--- src/rtl/adc_control_registers_regs.vh ---
// register map, field layout, reset values and timing counts of the converter control block
`ifndef ADC_CONTROL_REGISTERS_REGS_VH
`define ADC_CONTROL_REGISTERS_REGS_VH

// register indices; byte address is four times the index
`define IDX_STATUS_CONTROL 10'h057
`define IDX_CLOCK_CONTROL  10'h058
`define IDX_RESULT_HIGH_0  10'h059
`define IDX_RESULT_LOW_0   10'h05a
`define IDX_SCAN_RESULT_1  10'h05b
`define IDX_SCAN_RESULT_2  10'h05c
`define IDX_SCAN_RESULT_3  10'h05d
`define IDX_SCAN_CONTROL   10'h05e

// status/control fields
`define SC_DONE_BIT   7
`define SC_IRQEN_BIT  6
`define SC_REPEAT_BIT 5
`define SC_SEL_MSB    4
`define SC_SEL_LSB    0

// clock control fields
`define CC_PRE_MSB    7
`define CC_PRE_LSB    5
`define CC_SRC_BIT    4
`define CC_JUST_MSB   3
`define CC_JUST_LSB   2

// scan control fields
`define SCN_LAST_MSB  1
`define SCN_LAST_LSB  0
`define SCN_EN_BIT    2

// reset values
`define SEL_RESET     5'h1f
`define PRE_RESET     3'h0
`define SRC_RESET     1'b0
`define JUST_RESET    2'h1

// input select codes
`define SEL_VREFH     5'h1d
`define SEL_POWERDOWN 5'h1f

// justification codes
`define JUST_TRUNC8   2'h0
`define JUST_RIGHT    2'h1
`define JUST_LEFT     2'h2
`define JUST_LSIGN    2'h3

// converter clock cycles per conversion after the first aligning edge
`define CONV_CYCLES   5'h10

// bus responses
`define RESP_OKAY     2'h0
`define RESP_SLVERR   2'h2

`endif

--- src/rtl/adc_control_registers.v ---
// control and status logic of a 10-bit converter behind an axi4-lite register slave
`timescale 1ns/10ps
`include "adc_control_registers_regs.vh"

module adc_control_registers #(
  parameter ADDR_W = 12
) (
  // clock and reset
  input  wire              clk,
  input  wire              rst_n,
  // axi4-lite write address and data
  input  wire [ADDR_W-1:0] s_axi_awaddr,
  input  wire              s_axi_awvalid,
  output reg               s_axi_awready,
  input  wire [31:0]       s_axi_wdata,
  input  wire [3:0]        s_axi_wstrb,
  input  wire              s_axi_wvalid,
  output reg               s_axi_wready,
  // axi4-lite write response
  output reg  [1:0]        s_axi_bresp,
  output reg               s_axi_bvalid,
  input  wire              s_axi_bready,
  // axi4-lite read
  input  wire [ADDR_W-1:0] s_axi_araddr,
  input  wire              s_axi_arvalid,
  output reg               s_axi_arready,
  output reg  [31:0]       s_axi_rdata,
  output reg  [1:0]        s_axi_rresp,
  output reg               s_axi_rvalid,
  input  wire              s_axi_rready,
  // clock source and analog core
  input  wire              crystalTick,
  input  wire [9:0]        convResult,
  output reg               convStart,
  output reg               convBusy,
  output reg               adcClkEn,
  output reg  [4:0]        analogSel,
  output reg               analogPowerDown,
  // interrupt request
  output reg               convIrq
);

  // sequencer states
  localparam ST_IDLE = 2'b00;
  localparam ST_SYNC = 2'b01;
  localparam ST_RUN  = 2'b10;

  // ************************************************************
  // register state
  // ************************************************************
  reg        doneFlag_r;
  reg        irqEn_r;
  reg        repeatConv_r;
  reg  [4:0] inputSel_r;
  reg  [2:0] prescale_r;
  reg        clkSource_r;
  reg  [1:0] justify_r;
  reg  [1:0] scanLast_r;
  reg        scanEn_r;
  reg  [7:0] resHigh0_r;
  reg  [7:0] resLow_r [0:3];
  reg        lowLocked_r;
  reg  [1:0] scanCnt_r;
  reg  [1:0] state_r;
  reg  [1:0] state_nxt;
  reg  [4:0] cycCnt_r;
  reg  [3:0] presCnt_r;
  reg  [ADDR_W-1:0] awAddr_r;
  reg               awHeld_r;
  reg  [31:0]       wData_r;
  reg  [3:0]        wStrb_r;
  reg               wHeld_r;

  // ************************************************************
  // bus decode
  // ************************************************************
  wire [9:0] wrIdx   = awAddr_r[11:2];
  wire [9:0] rdIdx   = s_axi_araddr[11:2];
  wire       wrFire  = awHeld_r & wHeld_r & ~s_axi_bvalid;
  wire       rdFire  = s_axi_arvalid & s_axi_arready;
  wire       wrLane  = wrFire & wStrb_r[0];
  wire       wrStat  = wrLane & (wrIdx == `IDX_STATUS_CONTROL);
  wire       wrClk   = wrLane & (wrIdx == `IDX_CLOCK_CONTROL);
  wire       wrScan  = wrLane & (wrIdx == `IDX_SCAN_CONTROL);
  wire       rdHigh0 = rdFire & (rdIdx == `IDX_RESULT_HIGH_0);
  wire       rdLow0  = rdFire & (rdIdx == `IDX_RESULT_LOW_0);
  wire       rdLowAny = rdFire & (rdIdx >= `IDX_RESULT_LOW_0) & (rdIdx <= `IDX_SCAN_RESULT_3);
  wire       wrMapped = (wrIdx >= `IDX_STATUS_CONTROL) & (wrIdx <= `IDX_SCAN_CONTROL);
  wire       rdMapped = (rdIdx >= `IDX_STATUS_CONTROL) & (rdIdx <= `IDX_SCAN_CONTROL);
  wire [4:0] newSel   = wData_r[`SC_SEL_MSB:`SC_SEL_LSB];
  wire       newSelOn = (newSel != `SEL_POWERDOWN);

  // ************************************************************
  // converter clock prescaler
  // ************************************************************
  // bus clock is clk itself, crystal arrives as an enable pulse
  wire       srcTick = clkSource_r ? 1'b1 : crystalTick;
  reg  [3:0] divMask;
  always @*
  begin
    case (prescale_r)
      3'h0:    divMask = 4'h0;
      3'h1:    divMask = 4'h1;
      3'h2:    divMask = 4'h3;
      3'h3:    divMask = 4'h7;
      default: divMask = 4'hf;
    endcase
  end
  // masked compare so a lowered prescaler never waits for the counter to wrap
  wire adcTick = srcTick & ((presCnt_r & divMask) == divMask);

  // free-running divider; the start lands anywhere in a converter cycle
  always @(posedge clk or negedge rst_n)
  begin
    if (!rst_n)
      presCnt_r <= 4'h0;
    else if (srcTick)
      presCnt_r <= adcTick ? 4'h0 : presCnt_r + 4'h1;
  end

  // ************************************************************
  // conversion sequencer
  // ************************************************************
  wire powerDown = (inputSel_r == `SEL_POWERDOWN);
  wire convDone  = (state_r == ST_RUN) & adcTick & (cycCnt_r == `CONV_CYCLES - 5'h1);
  wire scanMore  = scanEn_r & (scanCnt_r != scanLast_r);

  // next state: start on write, align on first tick, count the rest
  always @*
  begin
    state_nxt = state_r;
    case (state_r)
      ST_IDLE: state_nxt = ST_IDLE;
      ST_SYNC: if (adcTick) state_nxt = ST_RUN;
      ST_RUN:
        if (convDone)
          state_nxt = (scanMore | (repeatConv_r & ~scanEn_r)) ? ST_RUN : ST_IDLE;
      default: state_nxt = ST_IDLE;
    endcase
    if (wrStat)
      state_nxt = newSelOn ? ST_SYNC : ST_IDLE;
    else if (powerDown)
      state_nxt = ST_IDLE;
  end

  // state, cycle count and scan counter
  always @(posedge clk or negedge rst_n)
  begin
    if (!rst_n)
    begin
      state_r   <= ST_IDLE;
      cycCnt_r  <= 5'h0;
      scanCnt_r <= 2'h0;
    end
    else
    begin
      state_r <= state_nxt;
      if (state_r != ST_RUN || convDone)
        cycCnt_r <= 5'h0;
      else if (adcTick)
        cycCnt_r <= cycCnt_r + 5'h1;
      if (wrStat)
        scanCnt_r <= 2'h0;
      else if (convDone && scanMore)
        scanCnt_r <= scanCnt_r + 2'h1;
    end
  end

  // ************************************************************
  // result formatting and storage
  // ************************************************************
  reg [7:0] fmtHigh;
  reg [7:0] fmtLow;
  always @*
  begin
    case (justify_r)
      `JUST_TRUNC8:
      begin
        fmtHigh = 8'h00;
        fmtLow  = convResult[9:2];
      end
      `JUST_RIGHT:
      begin
        fmtHigh = {6'h00, convResult[9:8]};
        fmtLow  = convResult[7:0];
      end
      `JUST_LEFT:
      begin
        fmtHigh = convResult[9:2];
        fmtLow  = {convResult[1:0], 6'h00};
      end
      default:
      begin
        fmtHigh = {~convResult[9], convResult[8:2]};
        fmtLow  = {convResult[1:0], 6'h00};
      end
    endcase
  end

  wire tenBit   = (justify_r != `JUST_TRUNC8);
  // a held high byte blocks the pair; scan entries hold truncated data only
  wire store0   = convDone & ~(tenBit & lowLocked_r) & ~(scanEn_r & (scanCnt_r != 2'h0));

  always @(posedge clk or negedge rst_n)
  begin
    if (!rst_n)
      resHigh0_r <= 8'h00;
    else if (store0)
      resHigh0_r <= scanEn_r ? 8'h00 : fmtHigh;
  end

  // one low register per scan entry
  genvar gi;
  generate
    for (gi = 0; gi < 4; gi = gi + 1)
    begin : gLow
      always @(posedge clk or negedge rst_n)
      begin
        if (!rst_n)
          resLow_r[gi] <= 8'h00;
        else if (gi == 0 && store0)
          resLow_r[gi] <= scanEn_r ? convResult[9:2] : fmtLow;
        else if (gi != 0 && convDone && scanEn_r && scanCnt_r == gi)
          resLow_r[gi] <= convResult[9:2];
      end
    end
  endgenerate

  // high byte read in a ten-bit justification freezes the low byte; low read or status/control or clock control write frees it
  always @(posedge clk or negedge rst_n)
  begin
    if (!rst_n)
      lowLocked_r <= 1'b0;
    else if (rdLow0 || wrStat || wrClk)
      lowLocked_r <= 1'b0;
    else if (rdHigh0 && tenBit)
      lowLocked_r <= 1'b1;
  end

  // ************************************************************
  // control registers, done flag and interrupt
  // ************************************************************
  always @(posedge clk or negedge rst_n)
  begin
    if (!rst_n)
    begin
      irqEn_r      <= 1'b0;
      repeatConv_r <= 1'b0;
      inputSel_r   <= `SEL_RESET;
      prescale_r   <= `PRE_RESET;
      clkSource_r  <= `SRC_RESET;
      justify_r    <= `JUST_RESET;
      scanLast_r   <= 2'h0;
      scanEn_r     <= 1'b0;
      doneFlag_r   <= 1'b0;
      convIrq      <= 1'b0;
    end
    else
    begin
      if (wrStat)
      begin
        irqEn_r      <= wData_r[`SC_IRQEN_BIT];
        repeatConv_r <= wData_r[`SC_REPEAT_BIT];
        inputSel_r   <= newSel;
      end
      if (wrClk)
      begin
        prescale_r  <= wData_r[`CC_PRE_MSB:`CC_PRE_LSB];
        clkSource_r <= wData_r[`CC_SRC_BIT];
        justify_r   <= wData_r[`CC_JUST_MSB:`CC_JUST_LSB];
      end
      if (wrScan)
      begin
        scanLast_r <= wData_r[`SCN_LAST_MSB:`SCN_LAST_LSB];
        scanEn_r   <= wData_r[`SCN_EN_BIT];
      end
      // set wins over a clear in the same cycle
      if (convDone && !irqEn_r)
        doneFlag_r <= 1'b1;
      else if (wrStat || wrClk || rdLowAny)
        doneFlag_r <= 1'b0;
      if (convDone && irqEn_r)
        convIrq <= 1'b1;
      else if (rdHigh0 || rdLow0 || wrStat)
        convIrq <= 1'b0;
    end
  end

  // ************************************************************
  // analog core outputs
  // ************************************************************
  always @(posedge clk or negedge rst_n)
  begin
    if (!rst_n)
    begin
      convStart       <= 1'b0;
      convBusy        <= 1'b0;
      adcClkEn        <= 1'b0;
      analogSel       <= `SEL_RESET;
      analogPowerDown <= 1'b1;
    end
    else
    begin
      convStart       <= wrStat & newSelOn;
      convBusy        <= (state_nxt != ST_IDLE);
      adcClkEn        <= adcTick;
      // scan counter or select field steers the mux; 11101 is the reference
      analogSel       <= scanEn_r ? {3'h0, scanCnt_r} : inputSel_r;
      // follows the write at once so a start never meets a powered-down core
      analogPowerDown <= wrStat ? ~newSelOn : powerDown;
    end
  end

  // ************************************************************
  // axi4-lite slave
  // ************************************************************
  reg [7:0] rdByte;
  always @*
  begin
    case (rdIdx)
      `IDX_STATUS_CONTROL: rdByte = {doneFlag_r & ~irqEn_r, irqEn_r, repeatConv_r, inputSel_r};
      `IDX_CLOCK_CONTROL:  rdByte = {prescale_r, clkSource_r, justify_r, 2'h0};
      `IDX_RESULT_HIGH_0:  rdByte = resHigh0_r;
      `IDX_RESULT_LOW_0:   rdByte = resLow_r[0];
      `IDX_SCAN_RESULT_1:  rdByte = resLow_r[1];
      `IDX_SCAN_RESULT_2:  rdByte = resLow_r[2];
      `IDX_SCAN_RESULT_3:  rdByte = resLow_r[3];
      `IDX_SCAN_CONTROL:   rdByte = {5'h00, scanEn_r, scanLast_r};
      default:             rdByte = 8'h00;
    endcase
  end

  // address and data are held independently, the write fires once both are in
  always @(posedge clk or negedge rst_n)
  begin
    if (!rst_n)
    begin
      s_axi_awready <= 1'b0;
      s_axi_wready  <= 1'b0;
      s_axi_bvalid  <= 1'b0;
      s_axi_bresp   <= `RESP_OKAY;
      s_axi_arready <= 1'b0;
      s_axi_rvalid  <= 1'b0;
      s_axi_rdata   <= 32'h00000000;
      s_axi_rresp   <= `RESP_OKAY;
      awAddr_r      <= {ADDR_W{1'b0}};
      awHeld_r      <= 1'b0;
      wData_r       <= 32'h00000000;
      wStrb_r       <= 4'h0;
      wHeld_r       <= 1'b0;
    end
    else
    begin
      s_axi_awready <= s_axi_awvalid & ~s_axi_awready & ~awHeld_r;
      s_axi_wready  <= s_axi_wvalid & ~s_axi_wready & ~wHeld_r;
      if (s_axi_awvalid && s_axi_awready)
      begin
        awAddr_r <= s_axi_awaddr;
        awHeld_r <= 1'b1;
      end
      if (s_axi_wvalid && s_axi_wready)
      begin
        wData_r <= s_axi_wdata;
        wStrb_r <= s_axi_wstrb;
        wHeld_r <= 1'b1;
      end
      if (wrFire)
      begin
        s_axi_bvalid <= 1'b1;
        s_axi_bresp  <= wrMapped ? `RESP_OKAY : `RESP_SLVERR;
      end
      else if (s_axi_bvalid && s_axi_bready)
      begin
        s_axi_bvalid <= 1'b0;
        awHeld_r     <= 1'b0;
        wHeld_r      <= 1'b0;
      end
      s_axi_arready <= s_axi_arvalid & ~s_axi_arready & ~s_axi_rvalid;
      if (rdFire)
      begin
        s_axi_rvalid <= 1'b1;
        s_axi_rdata  <= {24'h000000, rdByte};
        s_axi_rresp  <= rdMapped ? `RESP_OKAY : `RESP_SLVERR;
      end
      else if (s_axi_rvalid && s_axi_rready)
        s_axi_rvalid <= 1'b0;
    end
  end

endmodule // adc_control_registers

--- config.mk ---
export PLATFORM = sky130hd
export DESIGN_NAME = adc_control_registers
export DESIGN_NICKNAME = d
export VERILOG_FILES = /design/src/rtl/adc_control_registers.v
export VERILOG_INCLUDE_DIRS = /design/src /design/src/rtl
export SDC_FILE = /design/constraint.sdc
export NUM_CORES = 1
export LEC_CHECK = 0
export BUFFER_PORTS_ARGS = -buffer_cell sky130_fd_sc_hd__buf_2
export CORE_ASPECT_RATIO = 1.4
export CORE_UTILIZATION = 59
export DETAILED_ROUTE_END_ITERATION = 6
export PLACE_DENSITY = 0.92
export SYNTH_ARGS = -nofsm -noshare
export SYNTH_HDL_FRONTEND = slang
export SYNTH_SLANG_ARGS = --single-unit
--- constraint.sdc ---
create_clock -name clk -period 3.6 [get_ports clk]
set_input_delay 0.18 -clock clk [delete_from_list [all_inputs] [get_ports clk]]
set_output_delay 0.18 -clock clk [all_outputs]
set_load 0.05 [all_outputs]
==> flow_metrics.tcl, run 1 <==
set metrics [dict create \
    synth_ff_type "dfrtp_1" \
    clockRootBuffer "clkbuf_16" \
    cp-end-kind "flip-flop" \
    grt_pass1_wl_mm 23.8 \
    utilization_pct 73.7 \
    drive_gt1_share_pct 32.7 \
    max_slew_margin_pct 44.6 \
    clockBufferDepth 2 \
    avgSynthCellArea_um2 11.5 \
    die_area_mm2 0.0103 \
    synthesis.area_mm2 0.00584 \
    clk_pin_slew_worst_paths_ns 0.06 \
    wirelength_mm 14.9 \
    cap_violations 0 \
    cts_tree "yes" \
    stdcell_count 741 \
    p_sw_mw 1.15 \
    netSwitchingFraction_pct 28.3 \
    diodes 0 \
    placed_area_mm2 0.00620 \
    final_area_mm2 0.00701 \
    setup_viol 0 \
    syn2layout_area_growth_pct 20.0 \
    start_util_pct 61.4 \
    postCtsSetupBuffers 0 \
    grt_util_met1_pct 36.5 \
    numPortBuffers 71 \
    seq_power_share_pct 40.7 \
    drt-pass1-iter-count 7 \
    postCtsResizedCells 0 \
    fin_setup_tns_ns 0 \
    pin_count 129 \
    cp_slowest_cell "and3_1" \
    grt_use_total_pct 31.1 \
    hpwl_mm 9.26 \
    grt_most_used_layer "met2" \
    crit_buf_inv 0 \
    power.leakage_nw 3.33 \
    crit_type "reg2reg" \
    ir_drop_uv 485 \
    rr_startpoint "cycCnt_r[0]$_DFFE_PN0P_" \
    antenna_found_initial 0 \
    drv_slew 0 \
    outcome "complete, no violations" \
    die_width_um 86.1 \
    tightest_slew_ns 0.831 \
    ys_ff_latch 117 \
    dr_total_vias 4672 \
    start_kind "flip-flop" \
    seq_area_frac_synth_pct 50.4 \
    drt_iter0_drc 516 \
    combinationalPowerShare_pct 14.8 \
    crit_required_ns 3.90 \
    crit_family "simple AND/OR/NAND/NOR gates" \
    cts.htree.levels 4 \
    fin_crit_ns 2.84 \
    rsz0062_at_grt "no" \
    cts_hold_buffers 16 \
    synth.largest_area_cell "dfrtp_1" \
    fin_nets 683 \
    synth_top_area_share_pct 45.0 \
    hold_path_class "in2reg" \
    yosysWarnings 0 \
    fin_crit_sh_pct 78.9 \
    synth_edf_count 0 \
    netlist_instances 506 \
    cp_max_fo 15 \
    ys_async_sr_fraction_pct 100 \
    cp-startpoint "cycCnt_r[0]$_DFFE_PN0P_" \
    viasPerCell 6.30 \
    cp_cell_sequence "ha_1 -> and3_1 -> ha_1 -> nand2_1 -> nor3_4 -> and3_1 -> mux2_2" \
    yosysUniqueCellTypes 57 \
    drt-wirelength-per-cell_um 20.1 \
    ant_nets 0 \
    gr-total-overflow 0 \
    grt_pass1_vias 4643 \
    grt_max_degree 67 \
    die_y_um 120 \
    place_congestion 0.855 \
    fp-row-count 42 \
    power_density_mw_per_mm2 578 \
    worst_path_largest_cell_delay_ns 0.72 \
    synth_area_leaders "dfrtp_1 45%, mux2_2 14%, dfstp_2 5.4%" \
    insertion_delay_ns 0.42 \
    p_int_mw 2.90 \
    dp_cells 692 \
    drc 0 \
    clkPwrFrac_pct 44.6 \
    grt_util_met2_pct 52.6 \
    cts_buffers 17 \
    hold_viol 0 \
    fmax_mhz 352 \
    core-area_mm2 0.00951 \
    arrival_ns 3.14 \
    hp-start "s_axi_wdata[7]" \
    clock_sinks 117 \
    gr-usage-met3_pct 7.50 \
    fin_worst_skew_ns 0.0108 \
]
[cell usage after synthesis (2+ instances only)]
master,instances
dfrtp_1,105
mux2_2,70
nand2_1,42
buf_4,28
o21ai_0,24
nor2_1,19
inv_1,18
a22o_1,15
a21oi_1,14
clkbuf_1,12
dfstp_2,12
mux2i_1,12
nor2b_1,12
nand3_1,10
ha_1,9
mux4_2,6
nand2b_1,6
nand4_1,6
xor2_1,6
a21boi_0,5
and3_1,5
nor3b_1,5
a222oi_1,4
and2_1,4
buf_1,4
nor3_1,4
a22oi_1,3
a31oi_1,3
and4_1,3
nand3b_1,3
nor4_1,3
a221oi_1,2
a41o_1,2
and4b_1,2
nor4bb_1,2
o211ai_1,2
o21a_1,2
or2_2,2
or3_1,2
[layer usage]
| layer | vias up | share of wire, % |
|---|---|---|
| li1 | 1973 | - |
| met1 | 2292 | 36 |
| met2 | 326 | 51 |
| met3 | 81 | 7.5 |
| met4 | 0 | 5.3 |
| met5 | - | 0 |
[layout by cell type (no fill, tap or decap), types with 17 or more instances in the layout]
| cell | synthesis | routed |
|---|---|---|
| dfrtp_1 | 105 | 105 |
| mux2_2 | 70 | 70 |
| buf_2 | 1 | 70 |
| nand2_1 | 42 | 42 |
| conb_1 | 1 | 26 |
| o21ai_0 | 24 | 24 |
| nor2_1 | 19 | 19 |
| inv_1 | 18 | 18 |
| clkbuf_16 | 0 | 17 |
| dlygate4sd3_1 | 0 | 17 |
[registers in the layout, summed over array words and instances, names as in the netlist, 3 cells and up]
name	flops
prescale_r	3
analogSel	5
cycCnt_r	5
presCnt_r	4
inputSel_r	5
wData_r	8
resLow_r	32
resHigh0_r	8
s_axi_rdata	8
awAddr_r	10
[final cells by class]
type | instances | area [µm²]
clock buffer | 21 | 460
clock inverter | 11 | 175
fill | 550 | 2500
inverter | 18 | 67.6
multi-input combinational | 351 | 2650
sequential | 117 | 2940
tap | 132 | 165
timing repair buffer | 91 | 551
[logic make-up (layout without fill, tap and decap cells)]
family | after synthesis | in the layout | share of synthesized area [%]
adder cells (fa/ha/maj) | 9 | 9 | 1.93
buffers and inverters | 63 | 141 | 5.87
multiplexers | 88 | 88 | 17.9
AND/OR/NAND/NOR | 138 | 138 | 13.0
flip-flops | 117 | 117 | 50.4
XOR/XNOR | 7 | 7 | 1.05
AO/OA/AOI/OAI | 83 | 83 | 9.78
other | 1 | 26 | 0.0642
[path summary, 6_finish.rpt]
path                                       endpoint  slack (ns)  cells after the start
max in group asynchronous    analogSel[0]$_DFF_PN1_        2.26                      3
min                          wData_r[7]$_DFFE_PN0P_       0.003                      2
min reg2reg                 s_axi_arready$_DFF_PN0_        0.45                      1
min in group asynchronous    s_axi_wready$_DFF_PN0_        0.38                      2
max reg2reg                resLow_r[26]$_DFFE_PN0P_        0.76                      7
max                        resLow_r[26]$_DFFE_PN0P_        0.76                      7
[power by group through the flow]
| stage | sequential [mW] | clock [mW] | combinational [mW] |
|---|---|---|---|
| 4_1_cts | 1.64 | 1.80 | 0.588 |
| 2_1_floorplan | 1.69 | 0 | 0.359 |
| 3_3_place_gp | 1.64 | 0 | 0.538 |
| 6_report | 1.65 | 1.81 | 0.599 |
| 5_1_grt | 1.67 | 1.88 | 0.640 |
| 3_5_place_dp | 1.65 | 0 | 0.562 |
[per-stage QoR]
stage | hold slack [ns] | power, mW | setup WS (ns)
after floorplan | -0.116 | 2.04 | 1.52
after global placement | 0.295 | 2.18 | 0.918
after detailed placement | 0.312 | 2.22 | 0.835
after CTS | 0.00210 | 4.03 | 0.811
after global routing | 0.00145 | 4.18 | 0.622
final | 0.00308 | 4.05 | 0.760
(Power assumes the default switching activity.)
==> run 2: changes to the inputs <==
Settings changed: ABC_AREA set to 1, CORE_UTILIZATION 59 to 50, PLACE_DENSITY 0.92 to 0.83.
Clock period 3.6 ns to 2.59 ns, I/O delays scaled along.
==> run 2 against run 1 <==
  * Final area up 5.0%
  * Routed wire length up 2.2%
  * Core utilization down 11 points
  * Non-clock buffer count up 15
  * Sequential power up 32%
==> flow_metrics.tcl, run 2 <==
set metrics [dict create \
    ant_nets 0 \
    clockBufferDepth 2 \
    yosysWarnings 0 \
    clock_sinks 117 \
    postCtsResizedCells 0 \
    netlist_instances 776 \
    syn2layout_area_growth_pct 21.3 \
    die_width_um 95.1 \
    synth_edf_count 0 \
    place_congestion 0.892 \
    worst_slack_ns 0.503 \
    setup_viol 0 \
    fp-row-count 47 \
    clockRootBuffer "clkbuf_16" \
    gr-total-overflow 0 \
    rsz0062_at_grt "no" \
    tightest_slew_ns 0.696 \
    synthesis.area_mm2 0.00607 \
    cts_buffers 17 \
    regToRegEndpoint "resHigh0_r[1]$_DFFE_PN0P_" \
    antenna_found_initial 0 \
    ys_async_sr_fraction_pct 100 \
    drc 0 \
    cp_slowest_cell "nand2_2" \
    drt_iter0_drc 418 \
    grt_pass1_wl_mm 25.4 \
    fin_setup_tns_ns 0 \
    max_flop_register "resLow_r" \
    hold_depth 3 \
    yosysUniqueCellTypes 39 \
    post-place-ws_ns 0.526 \
    arrival_ns 2.39 \
    grt_max_degree 50 \
    outcome "complete, no violations" \
    ys_ff_latch 117 \
    rr_startpoint "cycCnt_r[0]$_DFFE_PN0P_" \
    synth.most_common_cell "nand2_1" \
    max_slew_margin_pct 53.3 \
    insertion_delay_ns 0.42 \
    fin_nets 968 \
    hpwl_mm 10.4 \
    drt-pass1-iter-count 5 \
    synth.largest_area_cell "dfrtp_1" \
    dp_cells 981 \
    fin_crit_ns 2.09 \
    cp_cell_sequence "ha_1 -> inv_1 -> nor3_1 -> ha_1 -> nand2_1 -> inv_1 -> nand4_4 -> inv_6 -> nand2_2 -> inv_1 -> nand2_1 -> o21ai_0" \
    fin_worst_skew_ns 0.00875 \
    drive_gt1_share_pct 16.2 \
    wirelength_mm 15.2 \
    hold_viol 0 \
    layout_commonest_cell "nand2_1" \
    hold_path_class "in2reg" \
    top_regs "resLow_r: 32 flops, awAddr_r: 10 flops" \
    fin_crit_sh_pct 80.6 \
    seqCellArea_mm2 0.00294 \
    power_density_mw_per_mm2 737 \
    cts_hold_buffers 28 \
    postCtsSetupBuffers 0 \
    stdcell_count 1041 \
    core-area_mm2 0.0118 \
    start_util_pct 51.3 \
    die_y_um 132 \
    numPortBuffers 71 \
    synth_area_leaders "dfrtp_1 43%, nand2_1 15%, inv_1 5.3%" \
    cts_tree "yes" \
    fmax_mhz 479 \
    crit_type "reg2reg" \
    grt_pass1_vias 5434 \
    multi_input_area_mm2 0.00259 \
    crit_required_ns 2.89 \
    synth_ff_type "dfrtp_1" \
    diodes 0 \
    die_area_mm2 0.0126 \
    timing.critical_path.mode_cell "inv_1" \
    hold-path-endpoint "resHigh0_r[2]$_DFFE_PN0P_" \
    synth_top_area_share_pct 43.3 \
    regToRegSetupSlack_ns 0.50 \
    cp-end-kind "flip-flop" \
    power.leakage_nw 3.82 \
    cap_violations 0 \
    seq_area_frac_synth_pct 48.5 \
    clk_pin_slew_worst_paths_ns 0.06 \
    hp-start "convResult[4]" \
    avgSynthCellArea_um2 7.82 \
    netlist_top_cells_count "238 x nand2_1, 105 x dfrtp_1, 85 x inv_1, 67 x nor2_1, 54 x nand3_1" \
    ir_drop_uv 728 \
    dr_total_vias 5481 \
    fillCellCount 971 \
    final_cell_mix "238 x nand2_1, 105 x dfrtp_1, 85 x inv_1" \
    largest_reg_flops 32 \
    cts.htree.levels 4 \
    cp_max_fo 29 \
    worst_path_largest_cell_delay_ns 0.41 \
    grt_use_total_pct 26.3 \
    pin_count 129 \
    drv_slew 0 \
    drt-wirelength-per-cell_um 14.6 \
    r2r_cells 12 \
    start_kind "flip-flop" \
    viasPerCell 5.27 \
]
run 2: changes by cell type in the layout (fill, tap and decap cells not counted), sizes merged, moves of 12 or more:
cell,before,now
o21ai,24,84
mux2,70,1
mux2i,12,0
nand4,6,20
nor2b,12,0
a22o,15,0
nor2,19,73
nand2,42,241
nand3,10,59
inv,18,87
run 2: final cells by class:
class | count | share of cell area [%]
Inverter | 87 | 4.51
Timing Repair Buffer | 106 | 9.55
Clock inverter | 9 | 1.72
Multi-Input combinational cell | 552 | 35.2
Clock buffer | 23 | 6.49
Tap cell | 147 | 2.50
Sequential cell | 117 | 40.0
run 2: worst max-delay path: cells and delay by family (launching register included):
family	cells	cell delay, ns
adder cells (fa/ha/maj)	2	0.36
AND/OR/NAND/NOR	5	0.77
AO/OA/AOI/OAI	1	0.07
buffers and inverters	4	0.39
flip-flops	1	0.38
run 2: how the worst max path moves through the flow:
| stage | from | cells after the start | slack, ns | endpoint |
|---|---|---|---|---|
| 5_1_grt | cycCnt_r[1]$_DFFE_PN0P_ | 11 | 0.30 | resHigh0_r[3]$_DFFE_PN0P_ |
| 4_1_cts | cycCnt_r[1]$_DFFE_PN0P_ | 11 | 0.50 | resHigh0_r[1]$_DFFE_PN0P_ |
| 6_report | cycCnt_r[0]$_DFFE_PN0P_ | 12 | 0.50 | resHigh0_r[1]$_DFFE_PN0P_ |
| 2_1_floorplan | cycCnt_r[0]$_DFFE_PN0P_ | 13 | 0.86 | resLow_r[24]$_DFFE_PN0P_ |
| 3_3_place_gp | cycCnt_r[0]$_DFFE_PN0P_ | 11 | 0.53 | resHigh0_r[1]$_DFFE_PN0P_ |
| 3_5_place_dp | cycCnt_r[1]$_DFFE_PN0P_ | 11 | 0.53 | resHigh0_r[1]$_DFFE_PN0P_ |
run 2: through the flow:
stage               utilization (%)  cell area (µm²)  total power, mW  hold slack (ns)
floorplan                         -             6160             2.77           -0.166
global placement               54.8             6470             2.96            0.192
detailed placement             54.8             6470             2.99            0.200
CTS                            62.3             7360             5.42          0.00196
global route                   62.3             7360             5.63           0.0246
finish                         62.3             7360             5.42          0.00898
run 2: power breakdown:
group	switching, mW	internal (mW)	leakage (nW)	total (mW)
clock	0.819	1.58	0.297	2.40
combinational	0.606	0.247	1.99	0.853
sequential	0.136	2.03	1.53	2.17
total	1.56	3.86	3.82	5.42
run 2: per-layer routing:
layer	track usage (%)	vias to the layer above	share of wire, %	wire (µm)
met5	0	-	0	0
met4	17.0	0	5.5	840
met2	43.7	215	51	7700
met3	5.36	68	5.0	760
li1	-	2651	-	-
met1	30.2	2547	39	5930
run 2: kinds of logic (layout without fill, tap and decap cells):
kind of cell	count (synthesis)	count (layout)	share of synthesized area, %
compound gates	107	107	9.32
xor+xnor	1	1	0.144
fa+ha+maj	9	9	1.86
buf+inv	132	225	10.3
flops	117	117	48.5
mux	1	1	0.186
other cells	1	26	0.0618
simple gates	408	408	29.6
==> run 3: changes to the inputs <==
Clock period 2.59 ns to 1.9 ns, I/O delays scaled along.
==> run 3 against run 2 <==
  * Critical path depth decreased by 1
  * Combinational power up 42%
  * Sequential power grew 36%
  * Worst hold slack better by 0.011 ns
  * Largest power group unchanged
  * Final area grew 2.4%
  * Sequential share of layout area down 0.96 points
  * Highest routed layer unchanged
  * Critical path type unchanged
  * Routed wire length down 0.58%
  * Register-to-register slack worse by 0.41 ns
  * Sequential cell count unchanged
  * Clock power grew 38%
  * Cell count up 1.2%
  * Worst setup slack worse by 0.41 ns
==> flow_metrics.tcl, run 3 (synthesis gave the netlist of run 2 again) <==
set metrics [dict create \
    clk_pin_slew_worst_paths_ns 0.05 \
    top_regs "resLow_r: 32 flops, awAddr_r: 10 flops" \
    r2r_cells 11 \
    cts.htree.levels 4 \
    numPortBuffers 71 \
    multi_input_area_mm2 0.00261 \
    regToRegEndpoint "resLow_r[5]$_DFFE_PN0P_" \
    power.leakage_nw 3.90 \
    start_kind "flip-flop" \
    clock_sinks 117 \
    setup_viol 0 \
    hold_viol 0 \
    regToRegSetupSlack_ns 0.1 \
    fin_nets 981 \
    dr_total_vias 5496 \
    clockRootBuffer "clkbuf_16" \
    power_mw 7.48 \
    crit_type "reg2reg" \
    diodes 0 \
    fin_setup_tns_ns 0 \
    cp-end-kind "flip-flop" \
    syn2layout_area_growth_pct 24.2 \
    rsz0062_at_grt "yes" \
    crit_required_ns 2.18 \
    p_sw_mw 2.08 \
    antenna_found_initial 0 \
    combinationalPowerShare_pct 16.1 \
    place_congestion 0.914 \
    grt_pass1_vias 5375 \
    max_slew_margin_pct 62.8 \
    drv_slew 0 \
    timing.hold.ws_ns 0.0197 \
    drt_iter0_drc 422 \
    drive_gt1_share_pct 17.2 \
    max_flop_register "resLow_r" \
    drc 0 \
    grt_max_degree 37 \
    grt_use_total_pct 26.4 \
    gr-total-overflow 0 \
    largest_reg_flops 32 \
    seq_power_share_pct 39.5 \
    viasPerCell 5.21 \
    ir_drop_uv 725 \
    fmax_mhz 555 \
    final_area_mm2 0.00754 \
    start_util_pct 51.3 \
    drt-wirelength-per-cell_um 14.4 \
    wirelength_mm 15.1 \
    seqCellArea_mm2 0.00294 \
    hold_path_class "in2reg" \
    fin_crit_ns 1.80 \
    cts_buffers 17 \
    hpwl_mm 10.6 \
    hp-start "convResult[9]" \
    insertion_delay_ns 0.41 \
    cts_tree "yes" \
    hold-path-endpoint "resHigh0_r[7]$_DFFE_PN0P_" \
    clockBufferDepth 2 \
    outcome "complete, no violations" \
    p_int_mw 5.40 \
    core-area_mm2 0.0118 \
    layout_commonest_cell "nand2_1" \
    rr_startpoint "cycCnt_r[0]$_DFFE_PN0P_" \
    cap_violations 0 \
    die_width_um 95.1 \
    final_cell_mix "235 x nand2_1, 105 x dfrtp_1, 85 x inv_1" \
    die_area_mm2 0.0126 \
    fin_worst_skew_ns 0.00660 \
    placed_area_mm2 0.00657 \
    hold_depth 4 \
    ant_nets 0 \
    fp-row-count 47 \
    die_y_um 132 \
    worst_slack_ns 0.0975 \
    grt_pass1_wl_mm 25.3 \
    drt-pass1-iter-count 5 \
    post-place-ws_ns 0.0803 \
    power_density_mw_per_mm2 992 \
    tightest_slew_ns 0.554 \
    fin_crit_sh_pct 94.9 \
    netSwitchingFraction_pct 27.8 \
    fillCellCount 946 \
    cp_max_fo 16 \
    clkPwrFrac_pct 44.4 \
    arrival_ns 2.09 \
    pin_count 129 \
]
[run 3: what timing repair did]
action	4_1_cts	5_1_grt
hold endpoints to repair	93	0
hold buffers	34	0
endpoints found under the setup margin	0	41
setup buffers	0	0
gates resized for setup	0	6
[run 3: worst max-delay path by stage]
| stage | to | slack, ns | depth (start not counted) | startpoint |
|---|---|---|---|---|
| after global placement | resLow_r[30]$_DFFE_PN0P_ | 0.10 | 12 | cycCnt_r[0]$_DFFE_PN0P_ |
| after CTS | resHigh0_r[3]$_DFFE_PN0P_ | 0.03 | 12 | cycCnt_r[0]$_DFFE_PN0P_ |
| after floorplan | resLow_r[24]$_DFFE_PN0P_ | 0.17 | 13 | cycCnt_r[0]$_DFFE_PN0P_ |
| final | resLow_r[5]$_DFFE_PN0P_ | 0.1 | 11 | cycCnt_r[0]$_DFFE_PN0P_ |
| after global routing | resHigh0_r[3]$_DFFE_PN0P_ | -0.003 | 12 | cycCnt_r[0]$_DFFE_PN0P_ |
| after detailed placement | resHigh0_r[3]$_DFFE_PN0P_ | 0.08 | 12 | cycCnt_r[0]$_DFFE_PN0P_ |
[run 3: power groups by stage]
stage | Sequential (mW) | Combinational (mW) | Clock, mW
6_report | 2.96 | 1.21 | 3.32
5_1_grt | 2.99 | 1.36 | 3.48
4_1_cts | 2.95 | 1.20 | 3.37
3_5_place_dp | 2.99 | 1.11 | 0
3_3_place_gp | 2.97 | 1.07 | 0
2_1_floorplan | 3.09 | 0.689 | 0
[run 3: metal layers]
metal	share of wire (%)	track usage (%)	vias up
li1	-	-	2675
met1	39	31.0	2552
met2	51	42.9	215
met3	5.1	5.07	54
met4	5.9	17.4	0
met5	0	0	-
[run 3: through the flow]
step | util, % | cells
3_5_place_dp | 55.5 | 988
3_3_place_gp | 55.5 | 988
5_1_grt | 63.8 | 1054
4_1_cts | 63.6 | 1054
6_report | 63.8 | 1054
2_1_floorplan | - | 801
[run 3: cell type report]
type | instances | area share [%]
clock buffer | 22 | 6.16
tap | 147 | 2.44
inverter | 87 | 4.40
sequential | 117 | 39.0
clock inverter | 10 | 2.02
multi-input combinational | 552 | 34.6
timing repair buffer | 119 | 11.3
[run 3: worst max-delay path, cell delays in order (launching register included)]
cell and delay (ns):
dfrtp_1 0.35, ha_1 0.16, inv_1 0.07, nor3_2 0.10, ha_1 0.16, nand2_1 0.05, inv_1 0.09, nand4_4 0.14
clkinv_4 0.12, nand3_4 0.19, nand2_1 0.14, o21ai_1 0.08
